--- src/olp_defs.svh ---
`ifndef OLP_DEFS_SVH
`define OLP_DEFS_SVH
// ----------------------------------------
// Opcode patterns
// ----------------------------------------
`define OLP_OR_IMM_HI 8'h09
`define OLP_OR_FILE_HI6 6'h04
`define OLP_PTR_LOAD_HI10 10'h3b8
`define OLP_PTR_SECOND_HI8 8'hf0
// ----------------------------------------
// Addressing
// ----------------------------------------
`define OLP_IDX_LIMIT 8'h5f
`define OLP_ACCESS_SPLIT 8'h60
`define OLP_ACC_RST 8'h00
`define OLP_PTR_COUNT 3
`endif

--- src/olp_pkg.sv ---
package olp_pkg;
    typedef enum logic [1:0] {
        PH_DECODE,
        PH_READ,
        PH_PROCESS,
        PH_WRITE
    } olp_phase_t;

    typedef struct packed {
        logic sign;
        logic zero;
    } olp_flags_t;

    typedef struct packed {
        logic req;
        logic wr;
        logic [11:0] addr;
        logic [7:0] data;
    } olp_mem_t;
endpackage

--- src/olp_exec.sv ---
// Notes on behaviour
// - Literal OR into accumulator; sign, zero only
// - Literal OR is opcode byte 09 plus literal
// - File OR with accumulator; sign, zero flags
// - File OR: top bits 000100, d, a, address
// - d=0 to accumulator, d=1 to file
// - a=0 access bank, a=1 bank select
// - Extended mode, a=0, f<=95: indexed offset
// - Pointer load 12-bit literal, selector 0..2
`timescale 1ns/1ps
`include "olp_defs.svh"
module olp_exec (
    input wire logic mclk,
    input wire logic nrst,
    input wire logic clkEn,
    input wire logic [15:0] instrWord,
    input wire logic extEnable,
    input wire logic [7:0] bankSelectReg,
    input wire logic [11:0] indexBase,
    input wire logic [7:0] memRdata,
    output olp_pkg::olp_mem_t memBus,
    output logic [7:0] accOut,
    output olp_pkg::olp_flags_t flagsOut,
    output logic [7:0] ptrHigh0,
    output logic [7:0] ptrLow0,
    output logic [7:0] ptrHigh1,
    output logic [7:0] ptrLow1,
    output logic [7:0] ptrHigh2,
    output logic [7:0] ptrLow2,
    output logic phaseStart
);
    import olp_pkg::*;

    // ----------------------------------------
    // Phase sequencing
    // ----------------------------------------
    olp_phase_t phase_q;
    logic [15:0] instr_q;
    logic secondWord_q;
    logic [1:0] ptrSel_q;
    logic [3:0] ptrNib_q;
    logic [7:0] acc_q;
    olp_flags_t flags_q;
    olp_mem_t mem_q;
    logic [7:0] result_q;
    logic [7:0] ptrH_q [0:2];
    logic [7:0] ptrL_q [0:2];
    logic start_q;

    // Decoded fields of the latched word
    logic isOrImm;
    logic isOrFile;
    logic isPtrLoad;
    logic destFile;
    logic bankMode;
    logic [7:0] fAddr;
    logic [11:0] effAddr;

    assign isOrImm = !secondWord_q && instr_q[15:8] == `OLP_OR_IMM_HI;
    assign isOrFile = !secondWord_q
        && instr_q[15:10] == `OLP_OR_FILE_HI6;
    // Selector 3 is undefined, so it is ignored as a no-op
    assign isPtrLoad = !secondWord_q
        && instr_q[15:6] == `OLP_PTR_LOAD_HI10
        && instr_q[5:4] != 2'd3;
    assign destFile = instr_q[9];
    assign bankMode = instr_q[8];
    assign fAddr = instr_q[7:0];

    always_comb begin
        effAddr = 12'h000;
        if (bankMode) begin
            effAddr = {bankSelectReg[3:0], fAddr};
        end else if (extEnable && fAddr <= `OLP_IDX_LIMIT) begin
            effAddr = indexBase + {4'h0, fAddr};
        end else if (fAddr < `OLP_ACCESS_SPLIT) begin
            effAddr = {4'h0, fAddr};
        end else begin
            effAddr = {4'hf, fAddr};
        end
    end

    always_ff @(posedge mclk) begin
        if (!nrst) begin
            phase_q <= PH_DECODE;
            start_q <= 1'b0;
        end else if (clkEn) begin
            unique case (phase_q)
                PH_DECODE: phase_q <= PH_READ;
                PH_READ: phase_q <= PH_PROCESS;
                PH_PROCESS: phase_q <= PH_WRITE;
                PH_WRITE: phase_q <= PH_DECODE;
            endcase
            start_q <= phase_q == PH_WRITE;
        end
    end

    // ----------------------------------------
    // Instruction latch and pointer sequence
    // ----------------------------------------
    always_ff @(posedge mclk) begin
        if (!nrst) begin
            instr_q <= 16'h0000;
        end else if (clkEn && phase_q == PH_DECODE) begin
            instr_q <= instrWord;
        end
    end

    always_ff @(posedge mclk) begin
        if (!nrst) begin
            secondWord_q <= 1'b0;
            ptrSel_q <= 2'd0;
            ptrNib_q <= 4'h0;
        end else if (clkEn && phase_q == PH_WRITE) begin
            if (isPtrLoad) begin
                secondWord_q <= 1'b1;
                ptrSel_q <= instr_q[5:4];
                ptrNib_q <= instr_q[3:0];
            end else begin
                secondWord_q <= 1'b0;
            end
        end
    end

    always_ff @(posedge mclk) begin
        if (!nrst) begin
            for (int i = 0; i < `OLP_PTR_COUNT; i++) begin
                ptrH_q[i] <= 8'h00;
                ptrL_q[i] <= 8'h00;
            end
        end else if (clkEn && phase_q == PH_WRITE) begin
            if (isPtrLoad) begin
                ptrH_q[instr_q[5:4]] <= {4'h0, instr_q[3:0]};
            end else if (secondWord_q
                && instr_q[15:8] == `OLP_PTR_SECOND_HI8) begin
                ptrL_q[ptrSel_q] <= instr_q[7:0];
            end
        end
    end

    // ----------------------------------------
    // Data memory access
    // ----------------------------------------
    always_ff @(posedge mclk) begin
        if (!nrst) begin
            mem_q <= '0;
        end else if (clkEn) begin
            mem_q.req <= 1'b0;
            mem_q.wr <= 1'b0;
            if (phase_q == PH_DECODE) begin
                // Address held stable into the read phase
                if (instrWord[15:10] == `OLP_OR_FILE_HI6) begin
                    mem_q.req <= 1'b0;
                end
            end else if (phase_q == PH_READ && isOrFile) begin
                mem_q.req <= 1'b1;
                mem_q.addr <= effAddr;
            end else if (phase_q == PH_WRITE && isOrFile && destFile) begin
                mem_q.req <= 1'b1;
                mem_q.wr <= 1'b1;
                mem_q.addr <= effAddr;
                mem_q.data <= result_q;
            end
        end
    end

    // ----------------------------------------
    // OR datapath
    // ----------------------------------------
    always_ff @(posedge mclk) begin
        if (!nrst) begin
            result_q <= 8'h00;
        end else if (clkEn && phase_q == PH_PROCESS) begin
            if (isOrImm) begin
                result_q <= acc_q | instr_q[7:0];
            end else if (isOrFile) begin
                result_q <= acc_q | memRdata;
            end
        end
    end

    always_ff @(posedge mclk) begin
        if (!nrst) begin
            acc_q <= `OLP_ACC_RST;
            flags_q <= '0;
        end else if (clkEn && phase_q == PH_WRITE) begin
            if (isOrImm || isOrFile) begin
                flags_q.sign <= result_q[7];
                flags_q.zero <= result_q == 8'h00;
            end
            if (isOrImm || (isOrFile && !destFile)) begin
                acc_q <= result_q;
            end
        end
    end

    assign memBus = mem_q;
    assign accOut = acc_q;
    assign flagsOut = flags_q;
    assign ptrHigh0 = ptrH_q[0];
    assign ptrLow0 = ptrL_q[0];
    assign ptrHigh1 = ptrH_q[1];
    assign ptrLow1 = ptrL_q[1];
    assign ptrHigh2 = ptrH_q[2];
    assign ptrLow2 = ptrL_q[2];
    assign phaseStart = start_q;
endmodule

--- config.mk ---
export PLATFORM = sky130hd
export DESIGN_NAME = olp_exec
export DESIGN_NICKNAME = d
export VERILOG_FILES = /design/src/olp_pkg.sv /design/src/olp_exec.sv
export VERILOG_INCLUDE_DIRS = /design/src /design/src/src
export SDC_FILE = /design/constraint.sdc
export NUM_CORES = 1
export LEC_CHECK = 0
export BUFFER_PORTS_ARGS = -buffer_cell sky130_fd_sc_hd__buf_2
export CAP_MARGIN = 10
export CORE_ASPECT_RATIO = 1.2
export CORE_MARGIN = 2
export CORE_UTILIZATION = 45
export DETAILED_ROUTE_END_ITERATION = 8
export GPL_TIMING_DRIVEN = 1
export HOLD_SLACK_MARGIN = 0.06
export PLACE_DENSITY = 0.82
export SLEW_MARGIN = 30
export SYNTH_ARGS = -nofsm -noshare
export SYNTH_HDL_FRONTEND = slang
export SYNTH_SLANG_ARGS = --single-unit
export TNS_END_PERCENT = 50
--- constraint.sdc ---
create_clock -name mclk -period 5.9 [get_ports mclk]
set_clock_uncertainty 0.1 [all_clocks]
set_input_delay 1.18 -clock mclk [delete_from_list [all_inputs] [get_ports mclk]]
set_output_delay 1.18 -clock mclk [all_outputs]
set_load 0.01 [all_outputs]
==> qor.yml, run 1 <==
leakagePower_nw: 2.407
start_util: 0.4566
place.gp.congestion: 0.8666
layout-drive-gt1-share: 0.2389
clkTransAtPathRegs_ns: 0.06
crit_chain: "buf_2 > nand2_1 > nor3_1 > nand3_1 > nor3b_1 > nand2b_1"
vias: 3698
hold_viol: 0
ys_seq_area_frac: 0.5133
r2r-end: "memBus[19]"
synth_top_area_cell: "dfxtp_1"
synth_area_leaders: "dfxtp_1 (27%), edfxtp_1 (24%), mux2i_1 (6.2%), and2_1 (4.4%), nand2_1 (4.3%)"
n_antenna_cell: 0
hold_depth: 2
relSlewSlack: 0.4034
cp_slowest_stage_delay_ns: 0.57
synth_top_cell_area_share: 0.2743
rows: 40
syn_area_sq_um: 4524
cts_resized: 0
via_per_inst: 5.352
fin_tns_setup_ns: 0
maxCapViolCount: 0
port_buffers: 112
fin_crit_sh: 0.5255
cts_tree: "built"
vdd_ir_drop_max_mv: 0.1241
grt_pass1_wl_mm: 16.24
layout.cells.non_filler: 691
post-place-ws_ns: 2.440
first_pass_iters: 4
power_density_nw_per_um2: 269.5
routedWlPerCell_microns: 15.56
die_h_microns: 113.8
startpoint: "nrst"
rsz0062_at_grt: "no"
fin_nets: 621
synth_edf_count: 36
finalSetupViolCount: 0
end_kind: "flip-flop"
multi_input_area_sq_um: 2017
finalWorstPathRequiredPeriod_ns: 3.101
synth_flop_cell: "dfxtp_1"
cts_sinks: 98
drv_slew: 0
dp.cells: 675
fillers: 914
finalCoreUtilization: 0.5458
status: "finished, final reports clean"
cp-start-kind: "primary input"
ys_async_sr_fraction: 0
ys_types: 48
die_x_microns: 95.54
die-area_sq_um: 10880
grtUsageTotal: 0.1963
syn_area_per_cell_sq_um: 9.836
cts_buffer_depth: 2
worst_r2r_path_depth: 7
hpwlAfterDp_mm: 7.559
critical_path_class: "primary input to flip-flop"
synth_commonest_cells: "dfxtp_1 (62), nand2_1 (52), edfxtp_1 (36)"
path_max_fanout: 26
power_w: 0.001457
layout_setup_ws_ns: 2.799
critPathSlowestCell: "nor3b_1"
io_pins: 129
hold_class: "flip-flop to flip-flop"
regArea_sq_um: 2322
post-route-drc-count: 0
area_growth_pct: 19.55
r2r_setup_slack_ns: 3.21
whs_endpoint: "memBus[10]"
yosysMostFrequentCell: "dfxtp_1"
worstHoldStart: "memBus[10]"
grt_max_degree: 48
required_ns: 5.81
clk-insertion-delay-late_ns: 0.34
cts_made_buffers: 9
drt.antenna.violating_nets: 0
overflow: 0
core_sq_um: 9910
crit_family: "simple AND/OR/NAND/NOR gates"
htree_num_levels: 3
ctsHoldBuffers: 0
ctsRootBufferMaster: "clkbuf_16"
antenna_found_initial: 0
path_buf_inv: 1
worstPathArrival_ns: 3.01
regToRegStartpoint: "phase_q[0]"
synth_seq_cells: 98
drt_iter0_drc: 212
syn_inst: 460
yosys_warnings: 0
grt_pass1_vias: 3427
worst_slew_pin_slew_ns: 0.8917
routed_wl_mm: 10.75
cts_setup_buffers: 0
fmax_mhz: 322.5
cell type report:
| type | instances | share of cell area |
|---|---|---|
| Clock inverter | 2 | 0.003007 |
| Multi-Input combinational cell | 327 | 0.3729 |
| Tap cell | 126 | 0.02915 |
| Timing Repair Buffer | 113 | 0.1050 |
| Clock buffer | 14 | 0.05297 |
| Inverter | 11 | 0.007634 |
| Sequential cell | 98 | 0.4293 |
flip-flops by register name, indices dropped and copies added (netlist names), 2 cells and up:
signal and flops:
result_q 8, ptrSel_q 2, phase_q 2, ptrH_q 12, ptrL_q 24, flagsOut 2
memBus 22, instr_q 16, accOut 8
cells by family after synthesis:
logic type                 after synthesis  synth area share
and+or+nand+nor                        182            0.2099
adders and majority gates               13           0.03761
muxes                                   30           0.06858
DFF                                     98            0.5133
xor gates and xnor gates                 3          0.005809
AOI/OAI and AO/OA                       87            0.1139
other                                    1         0.0008289
buffers and inverters                   46           0.05005
where the power goes:
group	switching, W	total [W]	internal, W
logic	0.0000820	0.000134	0.0000521
clock network	0.000241	0.000579	0.000338
registers	0.0000255	0.000744	0.000719
total	0.000348	0.00146	0.00111
placed cells by master (no fill, tap or decap), types with 8 or more instances in the layout:
cell type and count:
a21oi_1 35, a31oi_1 11, and2_1 32, and3_1 11
buf_2 112, clkbuf_16 10, conb_1 12, dfxtp_1 62
edfxtp_1 36, ha_1 12, inv_1 11, mux2i_1 28
nand2_1 52, nand2b_1 9, nand3_1 11, nor2_1 34
nor3_1 8, o21ai_0 19
worst reg2reg max path, delay by kind of cell, from the launching register on:
| kind | cells | cell delay, ns |
|---|---|---|
| fa+ha+maj | 1 | 0.24 |
| compound gates | 3 | 0.58 |
| buf+inv | 1 | 0.08 |
| simple gates | 2 | 1.20 |
| flops | 1 | 0.37 |
per-stage QoR:
| stage | instance area (sq um) | hold WS (ns) |
|---|---|---|
| global route | 5409 | 0.3810 |
| floorplan | 4566 | 0.3615 |
| finish | 5409 | 0.3558 |
| CTS | 5409 | 0.3644 |
| global placement | 5106 | 0.3414 |
| detailed placement | 5106 | 0.3561 |
how the worst max path moves through the flow:
stage / endpoint / slack [ns] / cells past startpoint
floorplan: ptrL_q[2][0] / 3.10 / 5
global placement: ptrL_q[2][2] / 2.51 / 6
detailed placement: ptrL_q[2][3] / 2.44 / 6
CTS: ptrL_q[2][0] / 2.80 / 6
global route: ptrL_q[2][0] / 2.54 / 6
finish: ptrL_q[2][4] / 2.80 / 6
routing by layer:
metal / up-vias / global-route usage / wire length, microns / part of all wire
met1: 1728 / 0.2296 / 4476 / 0.42
met2: 136 / 0.3315 / 5325 / 0.50
met4: 0 / 0.1219 / 434 / 0.040
li1: 1804 / - / - / -
met3: 30 / 0.03104 / 515 / 0.048
met5: - / 0 / 0 / 0
No activity file was read; power rests on OpenSTA's default activity.
==> inputs of run 2 (changes only) <==
- clock period: 5.9 -> 3.2 ns (I/O delays scaled with it)
==> qor.yml, run 2 (same netlist as run 1, synthesis figures left out) <==
status: "finished, final reports clean"
end_kind: "flip-flop"
finalSetupViolCount: 0
htree_num_levels: 3
fin_crit_sh: 0.7768
post-route-drc-count: 0
power_switching_w: 0.0006317
grtUsageTotal: 0.2040
path_max_fanout: 10
required_ns: 3.32
grt_pass1_vias: 3516
fin_nets: 628
io_pins: 129
die_x_microns: 95.54
hold_class: "flip-flop to flip-flop"
post-place-ws_ns: 0.5687
worstHoldStart: "accOut[7]"
antenna_found_initial: 0
overflow: 0
grt_pass1_wl_mm: 17.02
routed_wl_mm: 10.85
area_growth_pct: 20.38
use_met1: 0.2417
layout_commonest_cell: "buf_2"
cts_sinks: 98
worst_slew_pin_slew_ns: 0.8671
core_sq_um: 9910
cts_setup_buffers: 0
cts_buffer_depth: 2
dp.cells: 682
fmax_mhz: 402.3
top_register: "ptrL_q"
vdd_ir_drop_max_mv: 0.2965
cp-start-kind: "flip-flop"
clk-insertion-delay-late_ns: 0.34
start_util: 0.4566
drt.antenna.violating_nets: 0
clkTransAtPathRegs_ns: 0.06
gr-max-usage-layer: "met2"
grt.met3_usage: 0.02840
layout-drive-gt1-share: 0.2448
port_buffers: 112
cts_made_buffers: 9
regToRegStartpoint: "instr_q[0]"
grt_max_degree: 47
die_h_microns: 113.8
final_cell_mix: "buf_2 (112), dfxtp_1 (62), nand2_1 (52)"
fillers: 899
place.gp.congestion: 0.8567
first_pass_iters: 4
fin_tns_setup_ns: 0
ctsRootBufferMaster: "clkbuf_16"
swShare: 0.2370
critical_path_class: "flip-flop to flip-flop"
ctsHoldBuffers: 0
relSlewSlack: 0.4198
die-area_sq_um: 10880
pwr-share-seq: 0.512
drt_iter0_drc: 269
intPower_w: 0.002034
rsz0062_at_grt: "no"
pwr-share-comb: 0.098
finalWorstPathRequiredPeriod_ns: 2.486
leakagePower_nw: 2.434
pwr-share-clk: 0.390
largest_reg_flops: 24
drv_slew: 0
routedWlPerCell_microns: 15.54
startpoint: "instr_q[0]"
maxCapViolCount: 0
cts_resized: 0
n_antenna_cell: 0
hpwlAfterDp_mm: 7.806
via_per_inst: 5.408
layout_setup_ws_ns: 0.7143
vias: 3775
hold_viol: 0
layout.cells.non_filler: 698
cts_tree: "built"
use_met2: 0.3501
worstPathArrival_ns: 2.61
power_density_nw_per_um2: 489.4
rows: 40
run 2: path summary, 6_finish.rpt:
| kind | end | slack, ns | cells past startpoint |
|---|---|---|---|
| worst min register to register | result_q[7] | 0.37 | 2 |
| worst min-delay path | result_q[7] | 0.37 | 2 |
| worst max register to register | memBus[18] | 0.71 | 7 |
| worst max-delay path | memBus[18] | 0.71 | 7 |
run 2: final cells by class:
cell class	instances	area, sq um	area share
clock buffers	12	236.5	0.04342
clock inverters	4	51.30	0.009419
inverters	11	41.29	0.007581
multi-input cells	327	2017	0.3703
flip-flops and latches	98	2322	0.4264
well taps	126	157.7	0.02895
repair buffers	120	620.6	0.1139
run 2: through the flow:
step	cell area (sq um)	util	hold WS, ns	power, W
4_1_cts	5446	0.5496	0.3686	0.002680
2_1_floorplan	4566	-	0.3615	0.001557
3_3_place_gp	5159	0.5206	0.3507	0.001638
5_1_grt	5446	0.5496	0.3964	0.002772
3_5_place_dp	5159	0.5206	0.3597	0.001649
6_report	5446	0.5496	0.3705	0.002665
run 2: critical path: stages (launching register included):
cell and delay [ns]:
dfxtp_1 0.55, ha_1 0.29, fa_1 0.22, nand3_1 0.11, a211oi_1 0.40, o211ai_1 0.15, xor2_1 0.17, o41ai_1 0.39
run 2: power groups by stage:
stage               clock (W)  sequential, W  combinational [W]
finish                0.00104        0.00136           0.000261
global route          0.00111        0.00137           0.000291
CTS                   0.00106        0.00136           0.000260
detailed placement          0        0.00139           0.000258
global placement            0        0.00139           0.000249
floorplan                   0        0.00139           0.000171
run 2: routing by layer:
layer  part of all wire  vias to the layer above
li1                   -                     1811
met1               0.41                     1783
met2               0.50                      151
met3              0.059                       30
met4              0.034                        0
met5                  0                        -
==> inputs of run 3 (changes only) <==
- clock period: 3.2 -> 2.4 ns (I/O delays scaled with it)
==> qor.yml, run 3 (same netlist as run 1, synthesis figures left out) <==
relSlewSlack: 0.6265
grtUsageTotal: 0.2086
antenna_found_initial: 0
drv_slew: 0
io_pins: 129
via_per_inst: 5.455
routed_wl_mm: 11.21
leakagePower_nw: 2.526
required_ns: 2.55
critPathSlowestCell: "dfxtp_1"
top_register: "ptrL_q"
clk-insertion-delay-late_ns: 0.34
fmax_mhz: 446.7
htree_num_levels: 3
post-route-drc-count: 0
swShare: 0.2392
layout-drive-gt1-share: 0.2699
drt_iter0_drc: 263
pwr-share-comb: 0.108
cp_slowest_stage_delay_ns: 0.43
fillers: 875
ctsRootBufferMaster: "clkbuf_16"
crit_family: "compound AO/OA/AOI/OAI gates"
pwr-share-seq: 0.507
first_pass_iters: 5
cts_tree: "built"
intPower_w: 0.002705
start_util: 0.4566
grt_max_degree: 47
power_density_nw_per_um2: 636.7
crit_chain: "ha_1 > nand2_1 > o21ai_0 > o211ai_1 > xor2_1 > o41ai_1"
finalWorstPathRequiredPeriod_ns: 2.239
overflow: 0
die-area_sq_um: 10880
maxCapViolCount: 0
hold_class: "primary input to flip-flop"
finalSetupViolCount: 0
pwr-share-clk: 0.385
hpwlAfterDp_mm: 8.199
cp-start-kind: "flip-flop"
end_kind: "flip-flop"
vdd_ir_drop_max_mv: 0.3001
clkTransAtPathRegs_ns: 0.06
status: "finished, final reports clean"
fin_crit_sh: 0.9328
hold_viol: 0
core_sq_um: 9910
die_h_microns: 113.8
finalCoreUtilization: 0.5636
area_growth_pct: 23.45
path_max_fanout: 8
n_antenna_cell: 0
hold_depth: 3
vias: 3900
cp_num_cells: 6
place.gp.congestion: 0.8770
worst_r2r_path_depth: 6
worstPathArrival_ns: 2.39
path_buf_inv: 0
cts_made_buffers: 9
fin_tns_setup_ns: 0
drt.antenna.violating_nets: 0
power_switching_w: 0.0008506
grt_pass1_wl_mm: 17.39
die_x_microns: 95.54
final_cell_mix: "buf_2 (112), dfxtp_1 (62), nand2_1 (52)"
grt_pass1_vias: 3651
cts_sinks: 98
fin_nets: 645
port_buffers: 112
critical_path_class: "flip-flop to flip-flop"
rsz0062_at_grt: "no"
layout_commonest_cell: "buf_2"
worst_slew_pin_slew_ns: 0.5569
cts_buffer_depth: 2
ctsHoldBuffers: 0
routedWlPerCell_microns: 15.68
largest_reg_flops: 24
rows: 40
run 3: changes by cell type in the layout (fill, tap and decap cells not counted), sizes merged:
cell      before  now
inv           12   11
bufinv         1    0
clkbuf        12   15
buf          120  137
clkinvlp       1    0
run 3: per-layer routing:
metal,up-vias,part of all wire,GRT usage
li1,1857,-,-
met1,1836,0.40,0.2495
met2,174,0.51,0.3520
met3,33,0.059,0.03236
met4,0,0.034,0.1190
met5,-,0,0
run 3: worst reg2reg max path, stage by stage, from the launching register on:
cell and delay [ns]:
dfxtp_1 0.43, ha_1 0.43, nand2_1 0.11, o21ai_0 0.39, o211ai_1 0.18, xor2_1 0.17
o41ai_1 0.33
run 3: timing repair:
| action | 4_1_cts | 5_1_grt |
|---|---|---|
| gates resized for setup | 0 | 2 |
| setup endpoints to repair | 0 | 7 |
| buffers inserted | 0 | 0 |
run 3: layout make-up:
cell class                      count  area, sq um  area share
Sequential cell                    98         2322      0.4158
Clock buffer                       15        277.8     0.04973
Timing Repair Buffer              137        748.2      0.1340
Tap cell                          126        157.7     0.02823
Inverter                           11        41.29    0.007392
Multi-Input combinational cell    327         2029      0.3634
Clock inverter                      1        8.758    0.001568
run 3: per-stage QoR:
| step | hold slack (ns) | cell area, sq um | std cells | total power [W] | setup WS, ns |
|---|---|---|---|---|---|
| after floorplan | 0.3615 | 4566 | 471 | 0.002075 | 0.2534 |
| after global placement | 0.3525 | 5286 | 699 | 0.002198 | 0.1410 |
| after detailed placement | 0.3599 | 5286 | 699 | 0.002216 | 0.09466 |
| after CTS | 0.2642 | 5573 | 715 | 0.003568 | 0.1410 |
| after global routing | 0.2738 | 5585 | 715 | 0.003689 | 0.05091 |
| final | 0.2739 | 5585 | 715 | 0.003556 | 0.1614 |
run 3: worst paths after layout:
kind,start,to,slack [ns]
setup / recovery,instr_q[6],memBus[18],0.16
setup reg to reg,instr_q[6],memBus[18],0.16
hold / removal,instrWord[9],instr_q[9],0.27
hold reg to reg,accOut[7],result_q[7],0.37
run 3: power groups by stage:
stage | clock network (W) | logic (W) | registers, W
after floorplan | 0 | 0.000228 | 0.00185
after global placement | 0 | 0.000361 | 0.00184
after detailed placement | 0 | 0.000376 | 0.00184
after CTS | 0.00139 | 0.000378 | 0.00180
after global routing | 0.00146 | 0.000420 | 0.00181
final | 0.00137 | 0.000383 | 0.00180
